--- src/hdl/vmfc_pkg.sv ---
// Package for the auxiliary monitor and fault counter pair.
// Assumes a single 40 MHz clock and an active-low asynchronous reset.
package vmfc_pkg;
   localparam int unsigned CLK_MHZ = 40;
   // Deglitch times in microseconds
   localparam int unsigned OV_DGLT_US_0 = 25;
   localparam int unsigned OV_DGLT_US_1 = 45;
   localparam int unsigned UV_DGLT_US_0 = 5;
   localparam int unsigned UV_DGLT_US_1 = 15;
   localparam int unsigned UV_DGLT_US_2 = 25;
   localparam int unsigned UV_DGLT_US_3 = 40;
   localparam logic [11:0] OV_DGLT_CYC_0 = 12'(OV_DGLT_US_0 * CLK_MHZ);
   localparam logic [11:0] OV_DGLT_CYC_1 = 12'(OV_DGLT_US_1 * CLK_MHZ);
   localparam logic [11:0] UV_DGLT_CYC_0 = 12'(UV_DGLT_US_0 * CLK_MHZ);
   localparam logic [11:0] UV_DGLT_CYC_1 = 12'(UV_DGLT_US_1 * CLK_MHZ);
   localparam logic [11:0] UV_DGLT_CYC_2 = 12'(UV_DGLT_US_2 * CLK_MHZ);
   localparam logic [11:0] UV_DGLT_CYC_3 = 12'(UV_DGLT_US_3 * CLK_MHZ);
   // Threshold codes: code 0 is 4.5 %, step 0.5 %, code 15 is 12 %
   localparam logic [7:0] THR_CODE_MAX = 8'h0f;
   // Reset values of the host-written fields and the fault counter; counter limits
   localparam logic [1:0] OV_IMPACT_RST = 2'h2;
   localparam logic [1:0] UV_IMPACT_RST = 2'h1;
   localparam logic [1:0] LIMIT_RST = 2'h1;
   localparam logic [2:0] REG_SEL_RST = 3'h0;
   localparam logic [3:0] CNT_RST = 4'h1;
   localparam logic [3:0] LIMIT_2 = 4'h2;
   localparam logic [3:0] LIMIT_6 = 4'h6;
   localparam logic [3:0] LIMIT_8 = 4'h8;
   localparam logic [3:0] LIMIT_12 = 4'hc;
   // Regulator select: 0 means external, cannot be switched off
   localparam logic [2:0] REG_EXTERNAL = 3'h0;
endpackage

--- src/hdl/vmfc_link_if.sv ---
// Link between the host controller and the monitor device.
// Assumes both ends share pclk; the host writes settings as plain strobes.
`timescale 1ns/1ps
interface vmfc_link_if;
   logic cfg_we;
   logic [1:0] ov_impact;
   logic [1:0] uv_impact;
   logic [1:0] limit;
   logic [2:0] reg_sel;
   logic init_done;
   logic pulse_req;
   logic reset_output_low;
   logic power_good_output;
   logic ov_flag;
   logic uv_flag;
   logic [3:0] fault_count;
   logic deep_failsafe_state;
   modport device (input cfg_we, ov_impact, uv_impact, limit, reg_sel, init_done,
      pulse_req, output reset_output_low, power_good_output, ov_flag, uv_flag,
      fault_count, deep_failsafe_state);
   modport host (output cfg_we, ov_impact, uv_impact, limit, reg_sel, init_done,
      pulse_req, input reset_output_low, power_good_output, ov_flag, uv_flag,
      fault_count, deep_failsafe_state);
endinterface

--- src/hdl/vmfc_device.sv ---
// Auxiliary voltage monitor, reset and power-good reaction, fault counter.
// Assumes comparator and fault inputs synchronous to pclk.
//
// Implementation choices: the APB slave port and the placing of the registers.
`timescale 1ns/1ps
module vmfc_device
   import vmfc_pkg::*;
(
   input wire logic pclk,
   input wire logic presetn,
   vmfc_link_if.device link,
   input wire logic aux_enable_fuse,
   input wire logic [7:0] aux_ov_threshold_fuse,
   input wire logic [7:0] aux_uv_threshold_fuse,
   input wire logic aux_ov_deglitch_fuse,
   input wire logic [1:0] aux_uv_deglitch_fuse,
   input wire logic aux_ov_pg_fuse,
   input wire logic aux_uv_pg_fuse,
   input wire logic power_good_follows_reset,
   input wire logic [7:0] aux_level_pct2,
   input wire logic core_io_fault_rst,
   input wire logic core_io_fault_pg,
   input wire logic ext_reset_low,
   input wire logic reset_short_high,
   input wire logic register_corruption_flag,
   input wire logic fuse_corruption_flag,
   input wire logic standby_resume,
   output logic [2:0] regulator_off
);
   import vmfc_pkg::*;

   logic [1:0] ov_imp_q, uv_imp_q, lim_q;
   logic [2:0] reg_sel_q;
   logic [11:0] ov_cnt_q, uv_cnt_q, ov_need, uv_need;
   logic ov_raw, uv_raw, ov_q, uv_q, ov_rise, uv_rise;
   logic [7:0] ov_code, uv_code;
   logic [3:0] cnt_q, cnt_max;
   logic deep_q, rst_q, pg_q, fault_pulse;
   logic ov_rst, uv_rst, ov_pg, uv_pg, rst_d, pg_d;

   // Settings latched only while the init phase is open
   always_ff @(posedge pclk or negedge presetn) begin
      if (!presetn) begin
         ov_imp_q <= OV_IMPACT_RST;
         uv_imp_q <= UV_IMPACT_RST;
         lim_q <= LIMIT_RST;
         reg_sel_q <= REG_SEL_RST;
      end else if (link.cfg_we && !link.init_done) begin
         ov_imp_q <= link.ov_impact;
         uv_imp_q <= link.uv_impact;
         lim_q <= link.limit;
         reg_sel_q <= link.reg_sel;
      end
   end

   // Level given in half-percent units of deviation from nominal
   always_comb begin
      ov_code = (aux_ov_threshold_fuse > THR_CODE_MAX) ? THR_CODE_MAX
                : aux_ov_threshold_fuse;
      uv_code = (aux_uv_threshold_fuse > THR_CODE_MAX) ? THR_CODE_MAX
                : aux_uv_threshold_fuse;
      ov_raw = aux_enable_fuse && (aux_level_pct2 >= 8'(ov_code + 8'h09));
      uv_raw = aux_enable_fuse && (aux_level_pct2 >= 8'h80) &&
               ((8'(8'h00 - aux_level_pct2)) >= 8'(uv_code + 8'h09));
      ov_need = aux_ov_deglitch_fuse ? OV_DGLT_CYC_1 : OV_DGLT_CYC_0;
      case (aux_uv_deglitch_fuse)
         2'h0: uv_need = UV_DGLT_CYC_0;
         2'h1: uv_need = UV_DGLT_CYC_1;
         2'h2: uv_need = UV_DGLT_CYC_2;
         default: uv_need = UV_DGLT_CYC_3;
      endcase
   end

   // Deglitch counters; a glitch restarts the count
   always_ff @(posedge pclk or negedge presetn) begin
      if (!presetn) begin
         ov_cnt_q <= 12'h000;
         uv_cnt_q <= 12'h000;
         ov_q <= 1'b0;
         uv_q <= 1'b0;
      end else begin
         ov_cnt_q <= !ov_raw ? 12'h000 : (ov_cnt_q < ov_need ? ov_cnt_q + 12'h001 : ov_cnt_q);
         uv_cnt_q <= !uv_raw ? 12'h000 : (uv_cnt_q < uv_need ? uv_cnt_q + 12'h001 : uv_cnt_q);
         ov_q <= ov_raw && (ov_cnt_q >= ov_need - 12'h001);
         uv_q <= uv_raw && (uv_cnt_q >= uv_need - 12'h001);
      end
   end

   assign ov_rise = ov_raw && (ov_cnt_q == ov_need - 12'h001);
   assign uv_rise = uv_raw && (uv_cnt_q == uv_need - 12'h001);

   // Flag reported only for a non-external regulator
   always_ff @(posedge pclk or negedge presetn) begin
      if (!presetn) begin
         regulator_off <= 3'h0;
      end else if (ov_q && reg_sel_q != REG_EXTERNAL) begin
         regulator_off <= reg_sel_q;
      end
   end

   always_comb begin
      ov_rst = ov_q && ov_imp_q[1];
      uv_rst = uv_q && uv_imp_q[1];
      ov_pg = ov_q && (aux_ov_pg_fuse || (power_good_follows_reset && ov_imp_q[1]));
      uv_pg = uv_q && (aux_uv_pg_fuse || (power_good_follows_reset && uv_imp_q[1]));
      // corruption and pin faults drop power-good only through deep_q, once the count reaches its limit
      pg_d = !(ov_pg || uv_pg || core_io_fault_pg || deep_q ||
               (power_good_follows_reset && core_io_fault_rst));
      rst_d = pg_d && !(ov_rst || uv_rst || core_io_fault_rst || link.pulse_req);
      fault_pulse = (rst_q && ((ov_rise && ov_imp_q[1]) || (uv_rise && uv_imp_q[1])))
                    || ext_reset_low || reset_short_high
                    || register_corruption_flag || fuse_corruption_flag;
      case (lim_q)
         2'h0: cnt_max = LIMIT_2;
         2'h1: cnt_max = LIMIT_6;
         2'h2: cnt_max = LIMIT_8;
         default: cnt_max = LIMIT_12;
      endcase
   end

   // Outputs are released high; both low during reset
   always_ff @(posedge pclk or negedge presetn) begin
      if (!presetn) begin
         rst_q <= 1'b0;
         pg_q <= 1'b0;
      end else begin
         rst_q <= rst_d;
         pg_q <= pg_d;
      end
   end

   always_ff @(posedge pclk or negedge presetn) begin
      if (!presetn) begin
         cnt_q <= CNT_RST;
      end else if (standby_resume) begin
         cnt_q <= CNT_RST;
      end else if (fault_pulse && cnt_q < cnt_max) begin
         cnt_q <= cnt_q + 4'h1;
      end
   end

   // Deep fail-safe is held until a power-on reset
   always_ff @(posedge pclk or negedge presetn) begin
      if (!presetn) begin
         deep_q <= 1'b0;
      end else if (cnt_q >= cnt_max) begin
         deep_q <= 1'b1;
      end
   end

   assign link.reset_output_low = rst_q;
   assign link.power_good_output = pg_q;
   assign link.ov_flag = ov_q;
   assign link.uv_flag = uv_q;
   assign link.fault_count = cnt_q;
   assign link.deep_failsafe_state = deep_q;
endmodule

--- src/flat_wrapper.sv ---
// flat-port wrapper written by rule: the top's interface ports become plain ports
module vmfc_device_flat import vmfc_pkg::*;
  (pclk, presetn, aux_enable_fuse, aux_ov_threshold_fuse, aux_uv_threshold_fuse, aux_ov_deglitch_fuse, aux_uv_deglitch_fuse, aux_ov_pg_fuse, aux_uv_pg_fuse, power_good_follows_reset, aux_level_pct2, core_io_fault_rst, core_io_fault_pg, ext_reset_low, reset_short_high, register_corruption_flag, fuse_corruption_flag, standby_resume, regulator_off, link_cfg_we, link_ov_impact, link_uv_impact, link_limit, link_reg_sel, link_init_done, link_pulse_req, link_reset_output_low, link_power_good_output, link_ov_flag, link_uv_flag, link_fault_count, link_deep_failsafe_state);
  vmfc_link_if link_i ();
  input wire logic pclk;
  input wire logic presetn;
  input wire logic aux_enable_fuse;
  input wire logic [7:0] aux_ov_threshold_fuse;
  input wire logic [7:0] aux_uv_threshold_fuse;
  input wire logic aux_ov_deglitch_fuse;
  input wire logic [1:0] aux_uv_deglitch_fuse;
  input wire logic aux_ov_pg_fuse;
  input wire logic aux_uv_pg_fuse;
  input wire logic power_good_follows_reset;
  input wire logic [7:0] aux_level_pct2;
  input wire logic core_io_fault_rst;
  input wire logic core_io_fault_pg;
  input wire logic ext_reset_low;
  input wire logic reset_short_high;
  input wire logic register_corruption_flag;
  input wire logic fuse_corruption_flag;
  input wire logic standby_resume;
  output logic [2:0] regulator_off;
  input wire logic [$bits(link_i.cfg_we)-1:0] link_cfg_we;
  input wire logic [$bits(link_i.ov_impact)-1:0] link_ov_impact;
  input wire logic [$bits(link_i.uv_impact)-1:0] link_uv_impact;
  input wire logic [$bits(link_i.limit)-1:0] link_limit;
  input wire logic [$bits(link_i.reg_sel)-1:0] link_reg_sel;
  input wire logic [$bits(link_i.init_done)-1:0] link_init_done;
  input wire logic [$bits(link_i.pulse_req)-1:0] link_pulse_req;
  output wire logic [$bits(link_i.reset_output_low)-1:0] link_reset_output_low;
  output wire logic [$bits(link_i.power_good_output)-1:0] link_power_good_output;
  output wire logic [$bits(link_i.ov_flag)-1:0] link_ov_flag;
  output wire logic [$bits(link_i.uv_flag)-1:0] link_uv_flag;
  output wire logic [$bits(link_i.fault_count)-1:0] link_fault_count;
  output wire logic [$bits(link_i.deep_failsafe_state)-1:0] link_deep_failsafe_state;
  assign link_i.cfg_we = link_cfg_we;
  assign link_i.ov_impact = link_ov_impact;
  assign link_i.uv_impact = link_uv_impact;
  assign link_i.limit = link_limit;
  assign link_i.reg_sel = link_reg_sel;
  assign link_i.init_done = link_init_done;
  assign link_i.pulse_req = link_pulse_req;
  assign link_reset_output_low = link_i.reset_output_low;
  assign link_power_good_output = link_i.power_good_output;
  assign link_ov_flag = link_i.ov_flag;
  assign link_uv_flag = link_i.uv_flag;
  assign link_fault_count = link_i.fault_count;
  assign link_deep_failsafe_state = link_i.deep_failsafe_state;
  vmfc_device u_core (.pclk(pclk), .presetn(presetn), .link(link_i), .aux_enable_fuse(aux_enable_fuse), .aux_ov_threshold_fuse(aux_ov_threshold_fuse), .aux_uv_threshold_fuse(aux_uv_threshold_fuse), .aux_ov_deglitch_fuse(aux_ov_deglitch_fuse), .aux_uv_deglitch_fuse(aux_uv_deglitch_fuse), .aux_ov_pg_fuse(aux_ov_pg_fuse), .aux_uv_pg_fuse(aux_uv_pg_fuse), .power_good_follows_reset(power_good_follows_reset), .aux_level_pct2(aux_level_pct2), .core_io_fault_rst(core_io_fault_rst), .core_io_fault_pg(core_io_fault_pg), .ext_reset_low(ext_reset_low), .reset_short_high(reset_short_high), .register_corruption_flag(register_corruption_flag), .fuse_corruption_flag(fuse_corruption_flag), .standby_resume(standby_resume), .regulator_off(regulator_off));
endmodule
--- config.mk ---
export PLATFORM = sky130hd
export DESIGN_NAME = vmfc_device_flat
export DESIGN_NICKNAME = d
export VERILOG_FILES = /design/src/hdl/vmfc_pkg.sv /design/src/hdl/vmfc_link_if.sv /design/src/hdl/vmfc_device.sv /design/src/flat_wrapper.sv
export SDC_FILE = /design/constraint.sdc
export NUM_CORES = 1
export LEC_CHECK = 0
export BUFFER_PORTS_ARGS = -buffer_cell sky130_fd_sc_hd__buf_4
export CAP_MARGIN = 40
export CORE_ASPECT_RATIO = 0.7
export CORE_UTILIZATION = 55
export CTS_CLUSTER_DIAMETER = 60
export CTS_CLUSTER_SIZE = 8
export DETAILED_ROUTE_END_ITERATION = 8
export MAX_ROUTING_LAYER = met4
export PLACE_DENSITY_LB_ADDON = 0.2
export SLEW_MARGIN = 20
export SYNTH_ARGS = -nofsm -noshare
export SYNTH_HDL_FRONTEND = slang
export SYNTH_SLANG_ARGS = --single-unit
--- constraint.sdc ---
create_clock -name pclk -period 2.8 [get_ports pclk]
set_clock_uncertainty 0.2 [all_clocks]
set_input_delay 0.42 -clock pclk [delete_from_list [all_inputs] [get_ports pclk]]
set_output_delay 0.42 -clock pclk [all_outputs]
set_load 0.05 [all_outputs]
Word level (Yosys, flattened, before mapping)
Cells that the tools add are included.
{ "totals": {"regBits": 45, "output_inout_bits": 12, "word_cells": 93} }
{ "op_classes": {"addsub": 8, "n_lt_le_gt_ge": 11, "eq_ne": 8, "muxes": 11, "n_reduce_logical": 42} }
{ "ops": {"columns": ["cell", "count"], "rows": [
  ["12-bit 2-to-1 mux", 4],
  ["11-bit one-hot mux with 3 select lines", 1],
  ["12-bit by 1-bit adder with 12-bit output (second input constant)", 2],
  ["12-bit equality test", 2],
  ["12-bit >= comparator", 2],
  ["1-bit logical AND", 21],
  ["8-bit by 4-bit adder with 8-bit output (second input constant)", 2],
  ["8-bit >= comparator", 2],
  ["8-bit by 4-bit > comparator with 1-bit output (second input constant)", 2],
  ["8-bit 2-to-1 mux", 2],
  ["1-bit logical OR", 14],
  ["12-bit by 11-bit < comparator with 1-bit output", 1],
  ["12-bit < comparator", 1],
  ["4-bit one-hot mux with 3 select lines", 1],
  ["11-bit by 1-bit subtractor with 12-bit output (second input constant)", 1],
  ["12-bit by 1-bit subtractor with 12-bit output (second input constant)", 1],
  ["11-bit 2-to-1 mux", 1],
  ["8-bit >= comparator (second input constant)", 1],
  ["4-bit 2-to-1 mux", 2],
  ["1-bit by 8-bit subtractor with 8-bit output (first input constant)", 1],
  ["4-bit by 1-bit adder with 4-bit output (second input constant)", 1],
  ["2-bit by 1-bit equality test with 1-bit output (second input constant)", 2],
  ["2-bit equality test (second input constant)", 2],
  ["4-bit >= comparator", 1],
  ["other kinds (6)", 10]
]} }

Logic depth before layout (Yosys ltp)
Gate-level depths: netlist (run 1).
{ "depth": {"depth_word": 16, "mapped_depth": 12, "depth_no_buf": 12} }

Least setup slack after synthesis (run 1)
Ideal clock, no wire load.
{ "synth_path": {"kind": "input port to flip-flop", "start": "input port aux_uv_threshold_fuse[7]", "end": "register u_core.cnt_q[3], in the netlist u_core.link.fault_count[3]", "setup_ps": 125, "arrival_time_ps": 3068, "path_slack_ps": -592, "cell_stages": 11, "path_cell_list": "or4_1 -> or2_2 -> ha_1 -> xor2_1 -> ha_1 -> nand2_1 -> o21ai_0 -> a21oi_1 -> o31a_4 -> a21oi_1 -> mux2_2"} }
{ "synth_via": {"elab_chain_len": 15} }
{ "synth_rtl": {"columns": ["element", "line_no", "rtl"], "rows": [
  ["start, declared", "flat_wrapper.sv:9", "input wire logic [7:0] aux_uv_threshold_fuse;"],
  ["8-bit by 4-bit > comparator with 1-bit output", "vmfc_device.sv:60", "uv_code = (aux_uv_threshold_fuse > THR_CODE_MAX) ? THR_CODE_MAX"],
  ["8-bit 2-to-1 mux *", "vmfc_device.sv:60", null],
  ["8-bit by 4-bit adder with 8-bit output *", "vmfc_device.sv:64", "((8'(8'h00 - aux_level_pct2)) >= 8'(uv_code + 8'h09));"],
  ["8-bit >= comparator *", "vmfc_device.sv:64", null],
  ["1-bit logical AND *", "vmfc_device.sv:63", "uv_raw = aux_enable_fuse && (aux_level_pct2 >= 8'h80) &&"],
  ["1-bit logical AND *", "vmfc_device.sv:90", "assign uv_rise = uv_raw && (uv_cnt_q == uv_need - 12'h001);"],
  ["1-bit logical AND *", "vmfc_device.sv:110", "fault_pulse = (rst_q && ((ov_rise && ov_imp_q[1]) || (uv_rise && uv_imp_q[1])))"],
  ["1-bit logical OR *", "vmfc_device.sv:110", null],
  ["1-bit logical AND *", "vmfc_device.sv:110", null],
  ["1-bit logical OR * (2 in a row)", "vmfc_device.sv:111", "|| ext_reset_low || reset_short_high"],
  ["1-bit logical OR * (2 in a row)", "vmfc_device.sv:112", "|| register_corruption_flag || fuse_corruption_flag;"],
  ["1-bit logical AND *", "vmfc_device.sv:137", "end else if (fault_pulse && cnt_q < cnt_max) begin"],
  ["2-bit nonzero test (no source line) *", null, null],
  ["end signal, assigned", "vmfc_device.sv:138", "cnt_q <= cnt_q + 4'h1;"],
  ["end, declared", "vmfc_device.sv:37", "logic [3:0] cnt_q, cnt_max;"]
]} }
Every way passes the cells marked *; elsewhere a longest branch is shown, timed or not.
A chain may end at the register's enable or synchronous reset.

Worst setup path in the final report (run 1)
{ "layout_path": {"start": "input port aux_uv_threshold_fuse[7]", "end": "register u_core.cnt_q[1], in the netlist u_core.link.fault_count[1]"} }
Same word-level chain as after synthesis.

==> results list, run 1 <==
- Of all nets on the critical path, the largest fanout is 5.
- First-pass detailed-route iteration total: 4
- Critical register-to-register path startpoint: u_core.uv_cnt_q[9]
- Pin count of the biggest net entering global routing: 44
- Final worst path period share: 1.104
- Fin crit period: 3092 ps
- After legalization and detailed placement, the total HPWL measured 5747 microns.
- Routability-driven placement finished with a final weighted congestion of 0.8567.
- In this run, CTS created clock tree buffers numbering 5.
- Tracing the worst setup path back leads to its startpoint at aux_uv_threshold_fuse[7].
- Run status: finished with violations
* Max_cap viols: 0
- The final number of max-transition violations came to 0.
- Final number of setup-violating endpoints: 17
- The number of hold-slack violations in the final timing report is 0.
- In this run, synthesis inferred 0 flip-flops with an integrated enable.
* Power density cells: 389.2 nW/um^2
* Worst reg2reg path endpoint: u_core.uv_cnt_q[11]
- Rows: 22
- The average instance in the mapped netlist occupies 9.432 sq um.
- In this run, placement finished with an instance count of 496.
- Die Span X: 92.73 microns
- No sink is reached through more buffers than the 2 on the longest clock path.
- Worst R2R Setup Slack: 90 ps
* Classification of the worst setup path: in -> reg
- Worst setup EP type: register
- Worst slew slack as a fraction of its limit: 0.5770
- VDD sags by at most 0.0002819 V.
* Register-to-Register Path Depth: 7
* Clock root buffer: clkbuf_8
* Sum of internal, switching and leakage power: 0.001644 W
* Slowest Stage Delay on Critical Path: 540 ps
- For this design, the sink count on the clock tree is 43.
- Filler-free cell count of the finished design: 507
* Average detailed-routed wire length per instance: 15.53 microns
* Post-route worst setup slack: -291.6 ps
* Hold WC Path Type: in -> reg
- Fraction of synthesis flops using an asynchronous set or reset pin: 1.000
- Fraction of the yosys area taken by sequential cells: 0.3407
- Library cells used by synthesis: 56
- For this run, the leading register cell type out of synthesis is dfrtp_1.
- Timing would allow up to 323.5 MHz.
* Most common library cell in the layout ignoring fill and taps: buf_4
* Overall global routing resource usage: 0.2660
- Synth-to-Final Area Change: 33.28%
* Final routed DRC violation total: 0
- Clock latency on the worst-skew pair, taken at its later pin, is 300 ps.
- Worst hold slack: 72.41 ps
- Dividing the detail-routed via count by the number of cells gives 5.736.
- Violated checks: setup timing
- For the pin with the worst max-slew slack, the measured transition is 633.2 ps.
- Diode insertion count for antenna repair: 0
- For this configuration, the core starts out at a cell density of 0.5874.
- The net count of the finished layout is 526.
- The floorplan step set the die height to 65.51 microns.
* Antenna violations before repair: 0
* PortBufs: 61
- End-of-flow core utilization: 0.7829
- The via count of the first global-routing pass is 2707.
- CTS tree: yes
- Overall die area: 6075 sq um
* Worst path cell trace: buf_6, or4_4, or2_4, ha_4, xor2_1, ha_1, a211oi_2, o21ai_2, a21oi_2, o31a_4, mux2_4, a31oi_2
- Arrival time of data at the critical path endpoint: 3110 ps
- In this run the remaining antenna-violating nets after routing total 0.
- The Yosys step of the flow raised 0 warnings.
* Clock H-tree levels: 2
- Top library cells by usage in the layout, fill and taps aside: buf_4 (82), dfrtp_1 (40), ha_1 (36)
- Global-route wire length before repair: 12390 microns
* Number of standard cells after synthesis: 336
- Placement-stage worst setup slack: -539.1 ps
- Clock-pin slew reported for the worst setup and hold paths after clock tree synthesis: 90 ps
* Fraction of layout instances using a drive strength above 1: 0.3402
* Core Region: 5395 sq um
- The total overflow left after global routing is 0.
* Number of DRC markers in iteration 0: 137
* Worst Setup EP: u_core.link.fault_count[1]
- Total of flip-flops plus latches after synthesis: 43
* Crit start category: input port
- Summing every instance area after synthesis gives 3169 sq um.
- For the worst setup path, the data required time is 2820 ps.
* Leakage power figure: 1.981 nW
- Routed vias: 2908
- Number of primary I/O pins: 64
- Wire length after detailed routing: 7875 microns
* Slowest cell on the critical path: or4_4
- Setup repair after global routing missed its margin: true
[Yosys cell counts (2+ instances only)]
cell type | number | area share
or4_1 | 9 | 0.021
mux2i_1 | 3 | 0.0095
nor2_1 | 32 | 0.038
a21oi_1 | 17 | 0.027
dfstp_2 | 3 | 0.025
nor3_1 | 4 | 0.0063
and3_1 | 7 | 0.014
nand4_1 | 10 | 0.020
or2_2 | 5 | 0.0099
nor2b_1 | 6 | 0.012
nand3_1 | 9 | 0.014
and4_1 | 2 | 0.0055
xor2_1 | 16 | 0.044
clkbuf_1 | 3 | 0.0036
o31ai_1 | 5 | 0.012
a21o_1 | 3 | 0.0071
nor4_1 | 4 | 0.0079
mux2_2 | 7 | 0.025
inv_1 | 24 | 0.028
a211oi_1 | 5 | 0.012
dfrtp_1 | 40 | 0.32
ha_1 | 40 | 0.16
nand2b_1 | 2 | 0.0039
o21a_1 | 4 | 0.0095
a221o_1 | 2 | 0.0063
nand2_1 | 25 | 0.030
xnor2_1 | 9 | 0.025
a211o_1 | 2 | 0.0055
a22o_1 | 3 | 0.0083
o21ai_0 | 9 | 0.014
[worst min-delay path by stage]
stage / to / slack [ps] / start / depth (start not counted)
floorplan: u_core.lim_q[1] / -80 / presetn / 0
CTS: u_core.link.reset_output_low / 70 / link_pulse_req / 2
global placement: u_core.link.deep_failsafe_state / 240 / presetn / 1
global route: u_core.link.reset_output_low / 60 / link_pulse_req / 2
detailed placement: u_core.link.deep_failsafe_state / 250 / presetn / 1
finish: u_core.link.reset_output_low / 70 / link_pulse_req / 2
[cell families (layout without fill, tap and decap cells)]
| kind of cell | Yosys count | in the layout | share of synthesized area |
|---|---|---|---|
| and+or+nand+nor | 124 | 124 | 0.2069 |
| AOI/OAI and AO/OA | 65 | 65 | 0.1532 |
| DFF | 43 | 43 | 0.3407 |
| adders and majority gates | 40 | 40 | 0.1579 |
| buffers and inverters | 27 | 121 | 0.03198 |
| xor gates and xnor gates | 25 | 25 | 0.06909 |
| muxes | 11 | 11 | 0.03908 |
| other | 1 | 6 | 0.001183 |
[critical path, delay by kind of cell]
family                     cells  cell delay [ps]
AOI/OAI and AO/OA              5              830
xor gates and xnor gates       1              150
adders and majority gates      2              490
muxes                          1              310
and+or+nand+nor                2              800
buffers and inverters          1               90
[routing by layer]
| metal | vias up | wire length [microns] | track usage |
|---|---|---|---|
| li1 | 1412 | - | - |
| met1 | 1384 | 3765 | 0.3716 |
| met2 | 108 | 3497 | 0.4204 |
| met3 | 4 | 577 | 0.04514 |
| met4 | 0 | 35 | 0.03654 |
| met5 | - | 0 | - |
[cell type report]
type                       count  area (sq um)
clock buffer                   5         68.82
sequential                    43          1080
inverter                      24         90.09
timing repair buffer          89         715.7
fill                         365          1171
multi-input combinational    271          2156
clock inverter                 3         23.77
tap                           72         90.09
[power breakdown]
part | leakage (nW) | switching, W | internal [W]
registers | 0.572 | 0.0000479 | 0.000664
logic | 1.37 | 0.000280 | 0.000238
clock network | 0.0408 | 0.000236 | 0.000179
total | 1.98 | 0.000563 | 0.00108
[stage by stage]
step | instance area [sq um] | TNS [ps]
floorplan | 3278 | -6677
global placement | 4005 | -11090
detailed placement | 4005 | -11920
CTS | 4130 | -2037
global route | 4224 | -4384
finish | 4224 | -3552
[timing repair]
item | 4_1_cts | 5_1_grt
pin swaps | 3 | 1
hold endpoints to repair | 40 | 0
gates resized for setup | 5 | 18
cloned | 0 | 1
setup buffers | 0 | 1
hold buffers | 1 | 0
setup endpoints to repair | 19 | 30
[state kept, by name, summed over array words and instances (netlist names), 2 cells and up]
name,flops
u_core.lim_q,2
u_core.link.fault_count,4
u_core.ov_cnt_q,12
u_core.reg_sel_q,3
u_core.regulator_off,3
u_core.uv_cnt_q,12
(Power assumes the default switching activity.)
==> run 2: changes to the inputs <==
PLACE_DENSITY = 0.76   (was unset)
PLACE_DENSITY_LB_ADDON = unset   (was 0.2)
==> results list, run 2 (synthesis gave the netlist of run 1 again) <==
- The core region is 5395 sq um.
- Clock-pin slew was measured on the worst setup and hold paths at 80 ps.
- Routability-driven placement finished with a final weighted congestion of 0.8683.
* Grt total ovfl: 0
- On the critical path the largest part of the delay comes from compound AO/OA/AOI/OAI gates.
- For this run, the total global-route usage over all layers was measured as 0.2800.
* Run status: finished with violations
- The worst pin sits at a relative slew slack of 0.5392.
- Number of buffers and inverters on the critical path: 1
- In this run the core area contains 22 standard-cell rows.
* Most common library cell in the layout ignoring fill and taps: buf_4
* Global-route wire length before repair: 12690 microns
* First-pass detailed-route iteration total: 4
* Vias per Instance: 5.807
- Fmax achieved: 329.5 MHz
* Number of buffers added by the clock tree synthesis step: 5
* Top library cells by usage in the layout, fill and taps aside: buf_4 (80), dfrtp_1 (40), ha_1 (36)
- Placement-stage worst setup slack: -573.6 ps
- Fraction of layout instances using a drive strength above 1: 0.3500
- Final Net Count: 531
* Worst hold slack: 84.18 ps
- The detailed router finished its first iteration with 203 violations.
- Post-detailed-placement half-perimeter wirelength: 6049 microns
- Number of antenna-violating nets in the routed design: 0
- On the worst path, the slowest cell contributes a delay of 530 ps.
- Clock latency on the worst-skew pair, taken at its later pin, is 290 ps.
- The floorplan step defined a die boundary enclosing 6075 sq um.
* Leakage power figure: 2.018 nW
- After detailed routing, the number of remaining DRC violations is 0.
- The routed layout has 2973 vias.
* Die Span X: 92.73 microns
* Hold Fails Final Rpt: 0
- Number of primary I/O pins: 64
- The via count of the first global-routing pass is 2628.
- The die is 65.51 microns tall.
- Average detailed-routed wire length per instance: 16.04 microns
- Number of sinks on the clock net: 43
- Max_cap viols: 0
* Initial core utilization: 0.5874
- The critical path is of the in -> reg type.
* Post-route worst setup slack: -234.5 ps
* Arrival time of data at the critical path endpoint: 3050 ps
- Setup repair after global routing missed its margin: true
- Hold WC Path Type: in -> reg
- Worst IR Drop VDD: 0.0002718 V
* Worst setup EP type: register
- Fin crit period: 3034 ps
- At the worst endpoint, the required time is 2820 ps.
- Dividing total power by cell area gives a power density of 387.9 nW/um^2.
* Crit start category: input port
- Final number of setup-violating endpoints: 26
- In the finished design, the share of the clock period the worst path needs comes to 1.084.
- In this run the deepest clock path goes through 2 buffers.
- Violated checks: setup timing
* Clock root buffer: clkbuf_8
* Antenna violations before repair: 0
- The slowest stage of the critical path belongs to the cell or4_4.
- End-of-flow core utilization: 0.7959
* Synth-to-Final Area Change: 35.49%
- Clock H-tree levels: 2
- Buffers placed on the I/O ports in this run total 61.
* Worst path cell trace: buf_6, or4_4, or2_4, ha_4, xor2_1, ha_1, a211oi_2, o21ai_2, a21oi_2, o31a_4, mux2_4, a31oi_2
- Critical-path maximum fanout: 5
* Pin count of the biggest net entering global routing: 44
- Transition time of the tightest slew-check pin: 689.8 ps
- CTS tree: yes
- Wire length after detailed routing: 8215 microns
* Diode insertion count for antenna repair: 0
- The final number of max-transition violations was 0.
-- run 2: stage by stage --
| step | std cells | total power (W) | cell area (sq um) | TNS (ps) |
|---|---|---|---|---|
| floorplan | 341 | 0.001002 | 3278 | -6677 |
| CTS | 506 | 0.001644 | 4187 | -2455 |
| finish | 512 | 0.001666 | 4294 | -2906 |
| global placement | 495 | 0.001174 | 3998 | -11220 |
| global route | 512 | 0.001747 | 4294 | -4233 |
| detailed placement | 495 | 0.001192 | 3998 | -12260 |
-- run 2: power by group --
part | switching [W] | internal [W]
combinational | 0.000276 | 0.000250
clock | 0.000208 | 0.000225
sequential | 0.0000429 | 0.000664
-- run 2: final timing paths --
check                                              start                              end  slack (ps)  depth (start not counted)
worst min register to register   u_core.regulator_off[1]          u_core.regulator_off[1]         300                          1
min in group asynchronous                        presetn  u_core.link.deep_failsafe_state         460                          2
max in group asynchronous                        presetn              u_core.ov_cnt_q[11]        1560                          2
worst max register to register        u_core.uv_cnt_q[9]              u_core.uv_cnt_q[11]          90                          7
worst min-delay path                      link_pulse_req     u_core.link.reset_output_low          80                          2
worst max-delay path            aux_uv_threshold_fuse[7]       u_core.link.fault_count[1]        -230                         12
-- run 2: what timing repair did --
item	4_1_cts	5_1_grt
resized for setup	9	28
hold buffers	1	0
buffers inserted	1	7
gates cloned	1	1
hold endpoints to repair	40	0
endpoints found under the setup margin	17	30
pin swaps	6	8
-- run 2: final cells by class --
| class | instances | area (sq um) |
|---|---|---|
| Sequential cell | 43 | 1080 |
| Fill cell | 348 | 1101 |
| Timing Repair Buffer | 94 | 774.5 |
| Clock buffer | 8 | 100.1 |
| Inverter | 24 | 90.09 |
| Multi-Input combinational cell | 271 | 2160 |
| Tap cell | 72 | 90.09 |
-- run 2: routing by layer --
metal  global-route usage  part of all wire  up-vias
li1                     -                 -     1433
met1               0.4256              0.50     1407
met2               0.3926              0.42      119
met3              0.05093             0.068       14
met4              0.04615             0.011        0
met5                    -                 0        -
-- run 2: worst register-to-register path, stage by stage (launching register included) --
cell and delay, ps:
dfrtp_1 440, ha_1 350, a21o_1 170, a211o_1 360, a21oi_4 180, nand3_2 180
or4_1 590, a21oi_2 160
==> run 3: changes to the inputs <==
GPL_TIMING_DRIVEN = 0   (was unset)
==> results list, run 3 (synthesis gave the netlist of run 1 again) <==
- Register-to-Register Path Depth: 7
- The clock tree synthesis step divided the H-tree into 2 levels.
- Area used by multi-input combinational logic: 2182 sq um
- Leakage power figure: 1.902 nW
- Grt total ovfl: 0
- The checks that failed: setup timing.
- Worst IR Drop VDD: 0.0003728 V
- Clock tree synthesis inserted a total of 5 buffers.
- The clock net in this run drives a total of 43 sinks.
- The critical path starts at aux_ov_threshold_fuse[4].
- Average detailed-routed wire length per instance: 15.21 microns
- For this configuration, the core starts out at a cell density of 0.5874.
* Finished Cell Area: 4126 sq um
- The die is 92.73 microns wide.
- Transition time of the tightest slew-check pin: 766.1 ps
- The first TritonRoute pass finished after 4 iterations.
- Across all setup checks in the final design, the least slack found is -261.2 ps.
- In the layout the commonest cells are buf_4 (62), dfrtp_1 (40), ha_1 (37).
- Worst reg2reg path endpoint: u_core.link.fault_count[2]
- At the later pin of the worst-skew pair, clock insertion delay measures 290 ps.
* Fraction of layout instances using a drive strength above 1: 0.3103
- Sum of internal, switching and leakage power: 0.001600 W
* Worst setup EP type: register
- Critical-path maximum fanout: 4
- Following the worst setup path forward leads to its endpoint at u_core.link.fault_count[2].
- The first global-routing pass estimated 12220 microns of wire.
- Clock root buffer: clkbuf_8
- Max_cap viols: 0
- The startpoint identified for the worst register-to-register timing path is u_core.uv_cnt_q[3].
* Clock-pin slew reported for the worst setup and hold paths after clock tree synthesis: 80 ps
* Setup repair after global routing missed its margin: true
- The number of hold-slack violations in the final timing report is 0.
- Final Slew Violations: 0
- Vias in the first global route: 2647
* Rows: 22
* Overall die area: 6075 sq um
- Number of antenna-violating nets in the routed design: 0
- The worst pin sits at a relative slew slack of 0.4862.
- For the worst setup path, the data required time is 2780 ps.
- Fmax achieved: 326.7 MHz
- Summing all placed instances gives a cell area of 3826 sq um.
- Data arrives at the worst endpoint at 3040 ps.
* Number of primary I/O pins: 64
- Setup violations remaining at the end of the flow were counted as 24.
- The setup path with the least slack is of type in -> reg.
- Filler cell count in the final layout: 402
- Dividing the detail-routed via count by the number of cells gives 5.800.
- Hold WC Path Type: in -> reg
* Final worst path period share: 1.093
* Wire length after detailed routing: 7467 microns
- Run status: finished with violations
- Crit start category: input port
- The repair_antennas step left the layout with diodes totalling 0.
- The initial antenna violation count is 0.
* Sequential cell area: 1080 sq um
- CTS tree: yes
* Final Net Count: 510
- Overall global routing resource usage: 0.2632
- Fin crit period: 3061 ps
* Worst R2R Setup Slack: 10 ps
- Vertical die dimension: 65.51 microns
* Core Region: 5395 sq um
* Routed vias: 2848
* Final-layout setup total negative slack: -1571 ps
* Pin count of the biggest net entering global routing: 44
- Power density cells: 387.7 nW/um^2
* Synth-to-Final Area Change: 30.20%
- Most common library cell in the layout ignoring fill and taps: buf_4
* Final routed DRC violation total: 0
* Number of buffers on the longest clock path: 2
- Post-detailed-placement half-perimeter wirelength: 5645 microns
- For this block, the initial DRC count from the detailed router was 125.
* Final weighted congestion of routability-driven global placement: 0.8284
- PortBufs: 61
-- run 3: cell count changes in the layout (fill, tap and decap cells not counted), sizes merged --
cell / previous run / this run
buf: 93 / 70
clkbuf: 8 / 9
clkinv: 0 / 1
-- run 3: power breakdown --
part / switching [W] / internal (W) / total (W)
Sequential: 0.0000420 / 0.000664 / 0.000706
Clock: 0.000207 / 0.000199 / 0.000406
Combinational: 0.000260 / 0.000228 / 0.000488
-- run 3: worst min path at each step --
stage                        start                            to  cells after the start
floorplan                  presetn               u_core.lim_q[1]                      0
global placement           presetn    u_core.link.fault_count[2]                      1
detailed placement         presetn    u_core.link.fault_count[2]                      1
CTS                 link_pulse_req  u_core.link.reset_output_low                      2
global route        link_pulse_req  u_core.link.reset_output_low                      2
finish              link_pulse_req  u_core.link.reset_output_low                      2
-- run 3: what timing repair did --
| action | 4_1_cts | 5_1_grt |
|---|---|---|
| buffers inserted | 6 | 1 |
| resized for setup | 16 | 22 |
| hold endpoints to repair | 40 | 0 |
| setup endpoints to repair | 27 | 30 |
| pin swaps | 12 | 10 |
| hold buffers | 1 | 0 |
| cloned | 1 | 0 |
-- run 3: routing by layer --
| layer | GRT usage | part of all wire | wire [microns] | vias to the layer above |
|---|---|---|---|---|
| met3 | 0.05440 | 0.060 | 449 | 4 |
| li1 | - | - | - | 1385 |
| met2 | 0.4009 | 0.44 | 3261 | 93 |
| met5 | - | 0 | 0 | - |
| met1 | 0.3715 | 0.50 | 3737 | 1366 |
| met4 | 0.04038 | 0.0025 | 19 | 0 |
-- run 3: area by class of cell --
class,count,area share
Multi-Input combinational cell,271,0.5288
Sequential cell,43,0.2617
Timing Repair Buffer,70,0.1352
Inverter,24,0.02244
Tap cell,72,0.02183
Clock buffer,7,0.02092
Buffer,3,0.007884
Clock inverter,1,0.001213
-- run 3: worst max-delay path, cell delays in order --
cell and delay [ps]:
buf_6 90, or4_4 530, or2_4 280, ha_4 280, inv_4 40, ha_4 190, a2111o_1 400, a32oi_4 270
or2_4 200, a21oi_2 60, mux2_4 290
-- run 3: stage by stage --
step	util	setup WS, ps	instances	hold WS [ps]
global placement	0.7092	-708.2	474	243.3
floorplan	-	-437.7	341	-75.59
finish	0.7648	-261.2	491	81.07
detailed placement	0.7092	-730.0	474	244.3
global route	0.7648	-310.8	491	73.09
CTS	0.7493	-295.7	490	73.47
